==> config.mk <==
export PLATFORM = sky130hd
export DESIGN_NAME = isp_core
export DESIGN_NICKNAME = d
export VERILOG_FILES = /design/src/isp_pkg.sv /design/src/isp_view_if.sv /design/src/isp_cpu_arb.sv /design/src/isp_core.sv
export VERILOG_INCLUDE_DIRS = /design/src
export SDC_FILE = /design/constraint.sdc
export NUM_CORES = 1
export LEC_CHECK = 0
export ABC_AREA = 1
export BUFFER_PORTS_ARGS = -buffer_cell sky130_fd_sc_hd__buf_2
export CORE_ASPECT_RATIO = 1.1
export CORE_MARGIN = 8
export CORE_UTILIZATION = 50
export DETAILED_ROUTE_END_ITERATION = 12
export GPL_ROUTABILITY_DRIVEN = 1
export HOLD_SLACK_MARGIN = 0.06
export MAX_ROUTING_LAYER = met4
export PLACE_DENSITY_LB_ADDON = 0.12
export REMOVE_ABC_BUFFERS = 1
export SYNTH_ARGS = -nofsm -noshare
export SYNTH_HDL_FRONTEND = slang
export SYNTH_SLANG_ARGS = --single-unit
==> constraint.sdc <==
create_clock -name core_clk -period 34.2 [get_ports core_clk]
set_input_delay 6.84 -clock core_clk [delete_from_list [all_inputs] [get_ports core_clk]]
set_output_delay 6.84 -clock core_clk [all_outputs]
set_load 0.02 [all_outputs]
==> src/isp_consts.svh <==
// interrupt state and priority core: sizes, identifiers and priority constants
`ifndef ISP_CONSTS_SVH
`define ISP_CONSTS_SVH

`define ISP_NCPU 2
`define ISP_NSGI 2
`define ISP_NPPI 2
`define ISP_NBANK 4
`define ISP_NSPI 4
`define ISP_NLOC 8
`define ISP_IDX_W 3
`define ISP_ID_W 10
`define ISP_PRIO_W 8

// implemented priority bits; idle is the largest programmable value
`define ISP_PRIO_IMPL 8'hFF
`define ISP_IDLE_PRIO 8'hFF

`define ISP_SPURIOUS_ID 10'h3FF
`define ISP_SGI_ID_BASE 10'h000
`define ISP_PPI_ID_BASE 10'h010
`define ISP_SPI_ID_BASE 10'h020

`endif

==> src/isp_pkg.sv <==
// interrupt state and priority core: shared types
`include "isp_consts.svh"

package isp_pkg;

    typedef enum logic [1:0] {
        ISP_INACTIVE = 2'b00,
        ISP_PENDING = 2'b01,
        ISP_ACTIVE = 2'b10,
        ISP_ACT_PEND = 2'b11
    } isp_state_t;

    typedef logic [`ISP_PRIO_W-1:0] isp_prio_t;
    typedef logic [`ISP_ID_W-1:0] isp_id_t;
    typedef logic [`ISP_IDX_W-1:0] isp_idx_t;

endpackage

==> src/isp_view_if.sv <==
// interrupt state and priority core: per-processor view between core and arbiter
`include "isp_consts.svh"

interface isp_view_if;
    logic [`ISP_NLOC-1:0] cand;
    logic [`ISP_NLOC-1:0] actMine;
    logic [`ISP_NLOC-1:0][`ISP_PRIO_W-1:0] prio;
    logic selValid;
    logic [`ISP_IDX_W-1:0] selIdx;
    logic [`ISP_PRIO_W-1:0] runPrio;

    modport core (output cand, output actMine, output prio,
                  input selValid, input selIdx, input runPrio);
    modport arb (input cand, input actMine, input prio,
                 output selValid, output selIdx, output runPrio);
endinterface

==> src/isp_cpu_arb.sv <==
// interrupt state and priority core: per-processor running priority and selection
`include "isp_consts.svh"

module isp_cpu_arb
    import isp_pkg::*;
(
    isp_view_if.arb view
);

    always_comb begin
        isp_prio_t run;
        isp_prio_t best;
        run = `ISP_IDLE_PRIO;
        best = `ISP_IDLE_PRIO;
        // running priority: most urgent active entry not yet ended, else idle
        for (int i = 0; i < `ISP_NLOC; i++) begin
            if (view.actMine[i] && (view.prio[i] < run)) begin
                run = view.prio[i];
            end
        end
        view.runPrio = run;
        // strict compare: ties go to the lowest index, and priority equal to
        // the running priority never preempts
        best = run;
        view.selValid = 1'b0;
        view.selIdx = '0;
        for (int i = 0; i < `ISP_NLOC; i++) begin
            if (view.cand[i] && (view.prio[i] < best)) begin
                best = view.prio[i];
                view.selValid = 1'b1;
                view.selIdx = isp_idx_t'(i);
            end
        end
    end

endmodule // isp_cpu_arb

==> src/isp_core.sv <==
// interrupt state and priority core: interrupt states, banking, routing, acknowledge
`include "isp_consts.svh"

module isp_core
    import isp_pkg::*;
(
    input wire logic core_clk,
    input wire logic rst,
    input wire logic [`ISP_NCPU-1:0][`ISP_NPPI-1:0] privPeriphLine,
    input wire logic [`ISP_NSPI-1:0] sharedLine,
    input wire logic [`ISP_NCPU-1:0] swGenValid,
    input wire logic [`ISP_NCPU-1:0][`ISP_IDX_W-1:0] swGenIdx,
    input wire logic [`ISP_NCPU-1:0][`ISP_NCPU-1:0] swGenTargets,
    input wire logic [`ISP_NSPI-1:0] sharedSetPend,
    input wire logic [`ISP_NSPI-1:0] sharedClrPend,
    input wire logic [`ISP_NCPU-1:0][`ISP_NBANK-1:0][`ISP_PRIO_W-1:0] bankPrio,
    input wire logic [`ISP_NSPI-1:0][`ISP_PRIO_W-1:0] sharedPrio,
    input wire logic [`ISP_NCPU-1:0][`ISP_NBANK-1:0] bankGroup,
    input wire logic [`ISP_NSPI-1:0] sharedGroup,
    input wire logic [`ISP_NSPI-1:0][`ISP_NCPU-1:0] sharedTarget,
    input wire logic [`ISP_NCPU-1:0] ackReq,
    input wire logic [`ISP_NCPU-1:0] eoiReq,
    input wire logic [`ISP_NCPU-1:0][`ISP_ID_W-1:0] eoiId,
    output logic [`ISP_NCPU-1:0] irqOut,
    output logic [`ISP_NCPU-1:0] ackValid,
    output logic [`ISP_NCPU-1:0][`ISP_ID_W-1:0] ackId,
    output logic [`ISP_NCPU-1:0] ackGroup,
    output logic [`ISP_NCPU-1:0][`ISP_PRIO_W-1:0] runPrio,
    output isp_state_t [`ISP_NCPU-1:0][`ISP_NBANK-1:0] bankState,
    output isp_state_t [`ISP_NSPI-1:0] sharedState
);

    isp_state_t [`ISP_NCPU-1:0][`ISP_NBANK-1:0] bankState_reg, bankState_next;
    isp_state_t [`ISP_NSPI-1:0] sharedState_reg, sharedState_next;
    logic [`ISP_NSPI-1:0] sharedSoft_reg, sharedSoft_next;
    logic [`ISP_NSPI-1:0][`ISP_NCPU-1:0] sharedOwner_reg, sharedOwner_next;
    logic [`ISP_NCPU-1:0] irq_reg, irq_next;
    logic [`ISP_NCPU-1:0] ackValid_reg, ackValid_next;
    logic [`ISP_NCPU-1:0][`ISP_ID_W-1:0] ackId_reg, ackId_next;
    logic [`ISP_NCPU-1:0] ackGroup_reg, ackGroup_next;
    logic [`ISP_NCPU-1:0][`ISP_PRIO_W-1:0] runPrio_reg, runPrio_next;

    logic [`ISP_NCPU-1:0][`ISP_NLOC-1:0] pendView, actView, groupView;
    logic [`ISP_NCPU-1:0][`ISP_NLOC-1:0][`ISP_PRIO_W-1:0] prioView;
    logic [`ISP_NCPU-1:0] selValid;
    logic [`ISP_NCPU-1:0][`ISP_IDX_W-1:0] selIdx;
    logic [`ISP_NCPU-1:0][`ISP_PRIO_W-1:0] runPrioNow;
    logic [`ISP_NCPU-1:0][`ISP_NLOC-1:0] ackHot, eoiHot;

    isp_view_if viewBus[`ISP_NCPU] ();

    // local index map per processor: software ids, private ids, shared ids
    function automatic isp_id_t idOf(input isp_idx_t idx);
        isp_id_t id;
        if (idx < `ISP_NSGI) begin
            id = `ISP_SGI_ID_BASE + isp_id_t'(idx);
        end else if (idx < `ISP_NBANK) begin
            id = `ISP_PPI_ID_BASE + isp_id_t'(idx - `ISP_NSGI);
        end else begin
            id = `ISP_SPI_ID_BASE + isp_id_t'(idx - `ISP_NBANK);
        end
        return id;
    endfunction

    genvar c, k, j;
    generate
        for (c = 0; c < `ISP_NCPU; c++) begin : gCpu
            for (k = 0; k < `ISP_NBANK; k++) begin : gBank
                // banked entries see only this processor's instance
                assign pendView[c][k] = (bankState_reg[c][k] == ISP_PENDING);
                assign actView[c][k] = bankState_reg[c][k][1];
                assign prioView[c][k] = bankPrio[c][k] & `ISP_PRIO_IMPL;
                assign groupView[c][k] = bankGroup[c][k];
            end
            for (j = 0; j < `ISP_NSPI; j++) begin : gShared
                assign pendView[c][`ISP_NBANK+j] =
                    (sharedState_reg[j] == ISP_PENDING) && sharedTarget[j][c];
                assign actView[c][`ISP_NBANK+j] = sharedState_reg[j][1] && sharedOwner_reg[j][c];
                assign prioView[c][`ISP_NBANK+j] = sharedPrio[j] & `ISP_PRIO_IMPL;
                assign groupView[c][`ISP_NBANK+j] = sharedGroup[j];
            end
            assign viewBus[c].cand = pendView[c];
            assign viewBus[c].actMine = actView[c];
            assign viewBus[c].prio = prioView[c];
            assign selValid[c] = viewBus[c].selValid;
            assign selIdx[c] = viewBus[c].selIdx;
            assign runPrioNow[c] = viewBus[c].runPrio;

            isp_cpu_arb uArb (
                .view(viewBus[c].arb)
            );
        end
    endgenerate

    // acknowledge grants and end-of-interrupt decode
    always_comb begin
        logic taken;
        isp_id_t off;
        taken = 1'b0;
        off = '0;
        ackHot = '0;
        eoiHot = '0;
        for (int ci = 0; ci < `ISP_NCPU; ci++) begin
            if (ackReq[ci] && selValid[ci]) begin
                taken = 1'b1;
                // same shared interrupt taken by two processors: lower index wins
                for (int cj = 0; cj < ci; cj++) begin
                    if (ackReq[cj] && selValid[cj] && (selIdx[cj] == selIdx[ci]) &&
                        (selIdx[ci] >= `ISP_NBANK)) begin
                        taken = 1'b0;
                    end
                end
                ackHot[ci][selIdx[ci]] = taken;
            end
            if (eoiReq[ci]) begin
                off = eoiId[ci] - `ISP_SGI_ID_BASE;
                if (off < `ISP_NSGI) begin
                    eoiHot[ci][off[`ISP_IDX_W-1:0]] = 1'b1;
                end
                off = eoiId[ci] - `ISP_PPI_ID_BASE;
                if (off < `ISP_NPPI) begin
                    eoiHot[ci][`ISP_NSGI+off[`ISP_IDX_W-1:0]] = 1'b1;
                end
                off = eoiId[ci] - `ISP_SPI_ID_BASE;
                if (off < `ISP_NSPI) begin
                    eoiHot[ci][`ISP_NBANK+off[`ISP_IDX_W-1:0]] = 1'b1;
                end
            end
        end
    end

    // interrupt state transitions
    always_comb begin
        logic act, pend, actN, pendN, ackAny, eoiAny, swSet;
        act = 1'b0;
        pend = 1'b0;
        actN = 1'b0;
        pendN = 1'b0;
        ackAny = 1'b0;
        eoiAny = 1'b0;
        swSet = 1'b0;
        for (int ci = 0; ci < `ISP_NCPU; ci++) begin
            for (int ki = 0; ki < `ISP_NBANK; ki++) begin
                act = bankState_reg[ci][ki][1];
                pend = bankState_reg[ci][ki][0];
                if (ki < `ISP_NSGI) begin
                    // only processors with an interface here can raise these
                    swSet = 1'b0;
                    for (int si = 0; si < `ISP_NCPU; si++) begin
                        if (swGenValid[si] && swGenTargets[si][ci] &&
                            (swGenIdx[si] == isp_idx_t'(ki))) begin
                            swSet = 1'b1;
                        end
                    end
                    // a new request in the acknowledge cycle stays pending
                    pendN = (pend && !ackHot[ci][ki]) || swSet;
                end else begin
                    // level request: pending follows the line, so a dropped
                    // line before acknowledge yields the spurious id
                    pendN = privPeriphLine[ci][ki-`ISP_NSGI];
                end
                actN = (act && !eoiHot[ci][ki]) || ackHot[ci][ki];
                bankState_next[ci][ki] = isp_state_t'({actN, pendN});
            end
        end
        for (int ji = 0; ji < `ISP_NSPI; ji++) begin
            ackAny = 1'b0;
            eoiAny = 1'b0;
            sharedOwner_next[ji] = sharedOwner_reg[ji];
            for (int ci = 0; ci < `ISP_NCPU; ci++) begin
                ackAny = ackAny || ackHot[ci][`ISP_NBANK+ji];
                // only the processor that took it may end it
                eoiAny = eoiAny || (eoiHot[ci][`ISP_NBANK+ji] && sharedOwner_reg[ji][ci]);
            end
            act = sharedState_reg[ji][1];
            // set-pending may come from any observer, local or remote; set wins
            sharedSoft_next[ji] = (sharedSoft_reg[ji] && !ackAny && !sharedClrPend[ji]) ||
                                  sharedSetPend[ji];
            pendN = sharedLine[ji] || sharedSoft_next[ji];
            actN = (act && !eoiAny) || ackAny;
            sharedState_next[ji] = isp_state_t'({actN, pendN});
            if (ackAny) begin
                for (int ci = 0; ci < `ISP_NCPU; ci++) begin
                    sharedOwner_next[ji][ci] = ackHot[ci][`ISP_NBANK+ji];
                end
            end else if (!actN) begin
                sharedOwner_next[ji] = '0;
            end
        end
    end

    // acknowledge answers, request lines and running priority
    always_comb begin
        for (int ci = 0; ci < `ISP_NCPU; ci++) begin
            ackValid_next[ci] = ackReq[ci];
            ackId_next[ci] = `ISP_SPURIOUS_ID;
            ackGroup_next[ci] = 1'b0;
            if (ackReq[ci] && (ackHot[ci] != '0)) begin
                ackId_next[ci] = idOf(selIdx[ci]);
                ackGroup_next[ci] = groupView[ci][selIdx[ci]];
            end
            irq_next[ci] = selValid[ci];
            runPrio_next[ci] = runPrioNow[ci];
        end
    end

    always_ff @(posedge core_clk) begin
        if (rst) begin
            for (int ci = 0; ci < `ISP_NCPU; ci++) begin
                for (int ki = 0; ki < `ISP_NBANK; ki++) begin
                    bankState_reg[ci][ki] <= ISP_INACTIVE;
                end
            end
            for (int ji = 0; ji < `ISP_NSPI; ji++) begin
                sharedState_reg[ji] <= ISP_INACTIVE;
            end
            sharedSoft_reg <= '0;
            sharedOwner_reg <= '0;
            irq_reg <= '0;
            ackValid_reg <= '0;
            ackGroup_reg <= '0;
            for (int ci = 0; ci < `ISP_NCPU; ci++) begin
                ackId_reg[ci] <= `ISP_SPURIOUS_ID;
                runPrio_reg[ci] <= `ISP_IDLE_PRIO;
            end
        end else begin
            bankState_reg <= bankState_next;
            sharedState_reg <= sharedState_next;
            sharedSoft_reg <= sharedSoft_next;
            sharedOwner_reg <= sharedOwner_next;
            irq_reg <= irq_next;
            ackValid_reg <= ackValid_next;
            ackId_reg <= ackId_next;
            ackGroup_reg <= ackGroup_next;
            runPrio_reg <= runPrio_next;
        end
    end

    assign irqOut = irq_reg;
    assign ackValid = ackValid_reg;
    assign ackId = ackId_reg;
    assign ackGroup = ackGroup_reg;
    assign runPrio = runPrio_reg;
    assign bankState = bankState_reg;
    assign sharedState = sharedState_reg;

endmodule // isp_core

[Yosys cells after proc, flatten, opt, wreduce, memory -nomap -nowiden]
Cells that the tools add are included.
W data, S select, Z words.
Cells by class
  magnitude comparators: 59
  multiplexer cells: 116
  reductions and logical operators: 168
  equal/unequal tests: 19
  $add $sub $neg: 16
  bitwise gates (word level): 7
Operator list (count)
  $mux W8: 44
  $lt A8 B8 Y1: 30
  $logic_and A1 B1 Y1: 106
  $lt A10 B2 Y1 const B: 4
  $mux W10: 4
  $mux W1: 38
  $logic_or A1 B1 Y1: 32
  $or A8 B8 Y8: 4
  $demux W1 S3: 8
  $eq A2 B1 Y1 const B: 12
  $logic_not A1 Y1: 24
  $mux W2: 12
  $mux W3: 8
  $lt A10 B3 Y1 const B: 2
  $sub A10 B5 Y10 const B: 2
  $sub A10 B6 Y10 const B: 2
  $add A7 B4 Y8 const A: 2
  $ge A4 B1 Y1 const B: 4
  $lt A3 B4 Y1 const B: 4
  $lt A4 B4 Y1 const B: 4
  $lt A8 B8 Y1 const B: 2
  $reduce_bool A8 Y1: 2
  $add A6 B4 Y7 const A: 2
  $ge A3 B1 Y1 const B: 4
  other kinds (15): 29
Storage, ports and cells
  logic and storage cells: 410
  bits in registers: 78

[Logic depth before layout (Yosys ltp)]
  depth after elaboration: 61
  depth in mapped cells: 163
  gate-level depth less buffers: 149

[Hierarchy]
Synthesis repeated with hierarchy kept, for this count alone.
Unflattened totals
  cell total of the unflattened synthesis: 2070
  area, all modules: 11726.2 µm²
By module, submodules not included
  isp_cpu_arb at gCpu[1].uArb: area an instance 4271.6 µm², cells an instance 815, times used 1
  isp_cpu_arb at gCpu[0].uArb: area an instance 4216.5 µm², cells an instance 813, times used 1
  isp_core: area an instance 3238.1 µm², cells an instance 442, times used 1

[Least setup slack after synthesis]
OpenSTA, ideal clock, no wires.
  path type: input to register
  from: in bankPrio[1] (netlist bit)
  to: reg sharedState_reg, in the netlist sharedState[7]
  cell stages on the path: 125
  setup slack: 5674 ps
  path buffers: 14
  arrival time: 28413 ps
  cell sequence: nand2_1 -> nor2_1 -> nand2_1 -> nand2_1 -> nor2_1 -> ha_1 -> a2111oi_4 -> nand2_4 -> clkbuf_8 -> o21ai_0 -> ha_1 -> nand2_1 -> nand2_1 -> nor2_1 -> nand2_1 -> a31oi_1 -> nand2_4 -> buf_6 -> [... 89 more ...] -> buf_6 -> nand2_1 -> o21ai_0 -> ha_1 -> a211oi_1 -> nand2_1 -> a21oi_1 -> nand2_2 -> nand2_2 -> nand2_1 -> inv_2 -> nand2_2 -> nor2_4 -> nand2_8 -> nand2_2 -> nand2_1 -> o21ai_1 -> inv_1
Between the ends
  word-level cells in the longest chain between the ends: 57
  elaborated cells between the ends (all ways): 78
RTL lines
  start, declared: line isp_core.sv:16  | input wire logic [`ISP_NCPU-1:0][`ISP_NBANK-1:0][`ISP_PRIO_W-1:0] bankPrio,
  branches (longest 55 deep; another with $lt A8 B8 Y1)
  $logic_or A1 B1 Y1 *: line isp_core.sv:171  | ackAny = ackAny || ackHot[ci][`ISP_NBANK+ji];
  $logic_or A1 B1 Y1 *: line isp_core.sv:180  | actN = (act && !eoiAny) || ackAny;
  end signal, assigned: line isp_core.sv:228  | sharedState_reg <= sharedState_next;
  end, declared: line isp_core.sv:34  | isp_state_t [`ISP_NSPI-1:0] sharedState_reg, sharedState_next;
Mark *: on every way between the ends. The select of a mux whose other input is x is not followed.
A chain may end at the register's enable or synchronous reset.

[Final worst setup path]
  from: in bankPrio[2] (netlist bit)
  to: reg sharedState_reg, in the netlist sharedState[2]
Between the ends
  word-level cells in the longest chain between the ends: 61
  elaborated cells between the ends (all ways): 82
RTL lines
  branches (longest 55 deep; another with $lt A8 B8 Y1)
  $logic_or A1 B1 Y1 *: line isp_core.sv:171
  $logic_not A1 Y1 *: line isp_core.sv:177  | sharedSoft_next[ji] = (sharedSoft_reg[ji] && !ackAny && !sharedClrPend[ji]) ||
  $logic_and A1 B1 Y1 * (2 in a row): line isp_core.sv:177
  $logic_or A1 B1 Y1 *: line isp_core.sv:177
  $logic_or A1 B1 Y1 *: line isp_core.sv:179  | pendN = sharedLine[ji] || sharedSoft_next[ji];
Marked as above.

==> results by group <==
Status
  • Status: completed

Timing
  • Final setup fails: 0
  • Final Hold Fails: 0
  • Fin crit period: 31.91 ns
  • Unrepaired setup endpoints after global routing: no
  • Fmax: between 30 and 40 MHz
  • Headroom to the max-slew limit: 0.535
  • Clock skew: between 0.01 and 0.015 ns
  • Worst-Margin Slew: around 0.69 ns
  • Slew Limit Fails: 0
  • Min setup slack post-route: around 2.3 ns
  • Final period util: 0.933
  • Setup_tns: 0 ns

Clock network
  • Total CTS buffers: 9
  • Root Buffer: clkbuf_16
  • Postcts setup bufs: 0
  • Skew-Pair Late Insertion Delay: roughly 0.35 ns
  • Clock sinks: 72
  • CTS max path bufs: 2
  • CTS tree: yes
  • Clk pin slew, worst setup/hold paths: 0.06 ns
  • CTS hold repair buffers: 0
  • H-tree Lvls: 3
  • Post-CTS sizing: 0

Layout
  • Share of post-route cells with drive strength above 1: 0.212
  • Most common cell after layout, fill and taps aside: nand2_1
  • Most frequent cells in the layout: 620 x nand2_1, 235 x buf_2, 230 x nand3_1, 175 x inv_1, 162 x ha_1
  • NumNets Final: 2529
  • Post-Layout Cell Count: ~2500
  • Area grow syn2layout: 11.8%
  • Finished Cell Area: 13500 µm²

Synth
  • Post-synth ARST share: 0
  • Post-synth EDFFs: 0
  • Netlist cell types: 54
  • #FFs+latches synth: between 70 and 80
  • Synthesized area: between 10000 and 15000 µm²
  • Ys flop type: dfxtp_1
  • Post-synthesis sequential area ratio: 0.119
  • Synth Area per Inst: around 6.1 µm²
  • Post-Synthesis Cells: ~2000
  • Synthesis warning total: 0

Setup path
  • CP required: 34.44 ns
  • Crit path largest cell delay: 0.52 ns
  • CP arrival: around 32 ns
  • Maximum fanout along the worst path: 18
  • Class of the most critical setup path: in -> reg
  • Crit. End Element: flip-flop
  • CP max-delay cell: a41oi_1
  • FF-to-FF path depth: roughly 110
  • Worst setup SP type: input pin
  • R2R Setup Slk: between 8 and 9 ns
  • Most used cell, CP: nand2_1

Floorplanning
  • CORE AREA: 23800 µm²
  • Die width: ~160 µm
  • Initial Util: 0.510
  • DIE HEIGHT: 179 µm
  • I/O pins: around 240
  • Die ar.: 29500 µm²
  • Row Count: 59

Route
  • Routed Wire Length: approximately 46 mm
  • Antenna viol nets, final: 0
  • Vias post-DR: roughly 14000
  • Drc violations: 0
  • DR vias/cell: 5.58
  • Initial DRC count: ~1300
  • Drt first pass iters: 6
  • Wire per inst: roughly 18 µm

Power
  • Reg power frac: 0.159
  • Logic pwr share: 0.694
  • Total power: around 0.65 mW
  • Clk pwr share: 0.147
  • Internal cell power: about 0.3 mW
  • Psw: roughly 0.36 mW
  • Power density over cell area: between 40 and 50 nW/µm²
  • P_leak: slightly above 7 nW
  • Switching Fraction: 0.545
  • VDD IR-drop max: approximately 0.000024 V

Placed design
  • Dpl hpwl: approximately 38 mm
  • Dpl ws: around 2.3 ns
  • Final RePlAce weighted congestion: around 1.0
  • IO buf count: about 240
  • Placed cell areas: about 13000 µm²
  • Placed Instances: 2491

Job
  • Max cap viols: 0

Global route
  • Pin count of the biggest net entering global routing: 30
  • Tot GR Track Use: 0.313
  • Grt ovf: 0
  • Vias in the first global route: between 10000 and 15000
  • Initial antenna violation count: 1
  • First-pass GRT wire length: roughly 70 mm

Worst hold path
  • Hold path depth: 2
  • Hold WC Path Type: reg -> reg
-- layout make-up --
class                           count  area [µm²]
Clock buffer                       11         243
Multi-Input combinational cell   1669        9460
Clock inverter                      5        38.8
Inverter                          207         782
Timing Repair Buffer              238        1200
Sequential cell                    72        1440
Antenna cell                        1        2.50
Tap cell                          305         382
Fill cell                        2525       10200
-- critical path, delay by kind of cell --
kind,cells,cell delay [ns]
adders and majority gates,15,4.93
buffers and inverters,3,0.37
and+or+nand+nor,52,6.41
AOI/OAI and AO/OA,42,13.52
-- synthesized netlist by cell type (2+ instances only) --
master / instances / share of area
inv_2: 27 / 0.0084
a31oi_1: 16 / 0.0083
nor2_1: 144 / 0.045
a41oi_1: 7 / 0.0051
o21bai_1: 23 / 0.014
nand3_1: 230 / 0.095
a2111oi_0: 2 / 0.0014
xor2_1: 2 / 0.0014
nand2_4: 40 / 0.037
a21oi_1: 33 / 0.014
and3_2: 3 / 0.0019
buf_4: 15 / 0.0093
a21oi_2: 5 / 0.0036
inv_4: 2 / 0.0010
o21ai_0: 157 / 0.065
nand4_1: 33 / 0.017
clkbuf_8: 13 / 0.015
nor4_1: 6 / 0.0031
a32o_1: 2 / 0.0017
o21ai_1: 6 / 0.0025
nor3_1: 10 / 0.0041
nor2_2: 6 / 0.0031
a31o_2: 7 / 0.0051
xnor2_1: 4 / 0.0029
dfxtp_1: 72 / 0.12
nor2_8: 2 / 0.0033
clkbuf_1: 3 / 0.00093
nand3b_1: 5 / 0.0031
nand2_2: 108 / 0.056
inv_1: 175 / 0.054
ha_1: 162 / 0.17
buf_6: 11 / 0.010
nand2_1: 620 / 0.19
nor3b_1: 3 / 0.0019
nor2_4: 3 / 0.0028
clkinv_1: 3 / 0.00093
nand3_2: 3 / 0.0025
a211oi_1: 13 / 0.0080
-- metrics by stage --
| stage | hold slack [ns] | utilization |
|---|---|---|
| final | 0.519 | 0.570 |
| after global routing | 0.543 | 0.570 |
| after CTS | 0.517 | 0.570 |
| after detailed placement | 0.499 | 0.558 |
| after global placement | 0.504 | 0.558 |
| after floorplan | 0.451 | - |
-- layer usage --
layer / vias to the layer above / track usage / routed length [µm]
li1: 7031 / - / -
met1: 6329 / 0.398 / 19800
met2: 561 / 0.498 / 20700
met3: 85 / 0.0381 / 3360
met4: 0 / 0.125 / 1930
met5: - / - / 0
-- cells by family (layout without fill, tap and decap cells) --
kind of cell / after synthesis / in the layout / share of synthesized area
other cells: 0 / 1 / 0
compound gates: 281 / 281 / 0.138
xor+xnor: 6 / 6 / 0.00433
flops: 72 / 72 / 0.119
buf+inv: 251 / 461 / 0.101
fa+ha+maj: 162 / 162 / 0.167
simple gates: 1220 / 1220 / 0.471
-- power by group through the flow --
stage,registers [mW],logic [mW],clock network (mW)
floorplan,0.117,0.308,0
global placement,0.106,0.437,0
detailed placement,0.106,0.446,0
CTS,0.104,0.447,0.0971
global route,0.105,0.509,0.100
finish,0.104,0.454,0.0964
-- worst paths after layout --
path                                         from                               to
setup reg to reg          bankState[1]$_SDFF_PP0_        sharedState[2]$_SDFF_PP0_
setup / recovery                      bankPrio[2]        sharedState[2]$_SDFF_PP0_
hold / removal    sharedOwner_reg[0]$_SDFFE_PP0P_  sharedOwner_reg[0]$_SDFFE_PP0P_
hold reg to reg   sharedOwner_reg[0]$_SDFFE_PP0P_  sharedOwner_reg[0]$_SDFFE_PP0P_
Power figures use the tool's default switching activity.
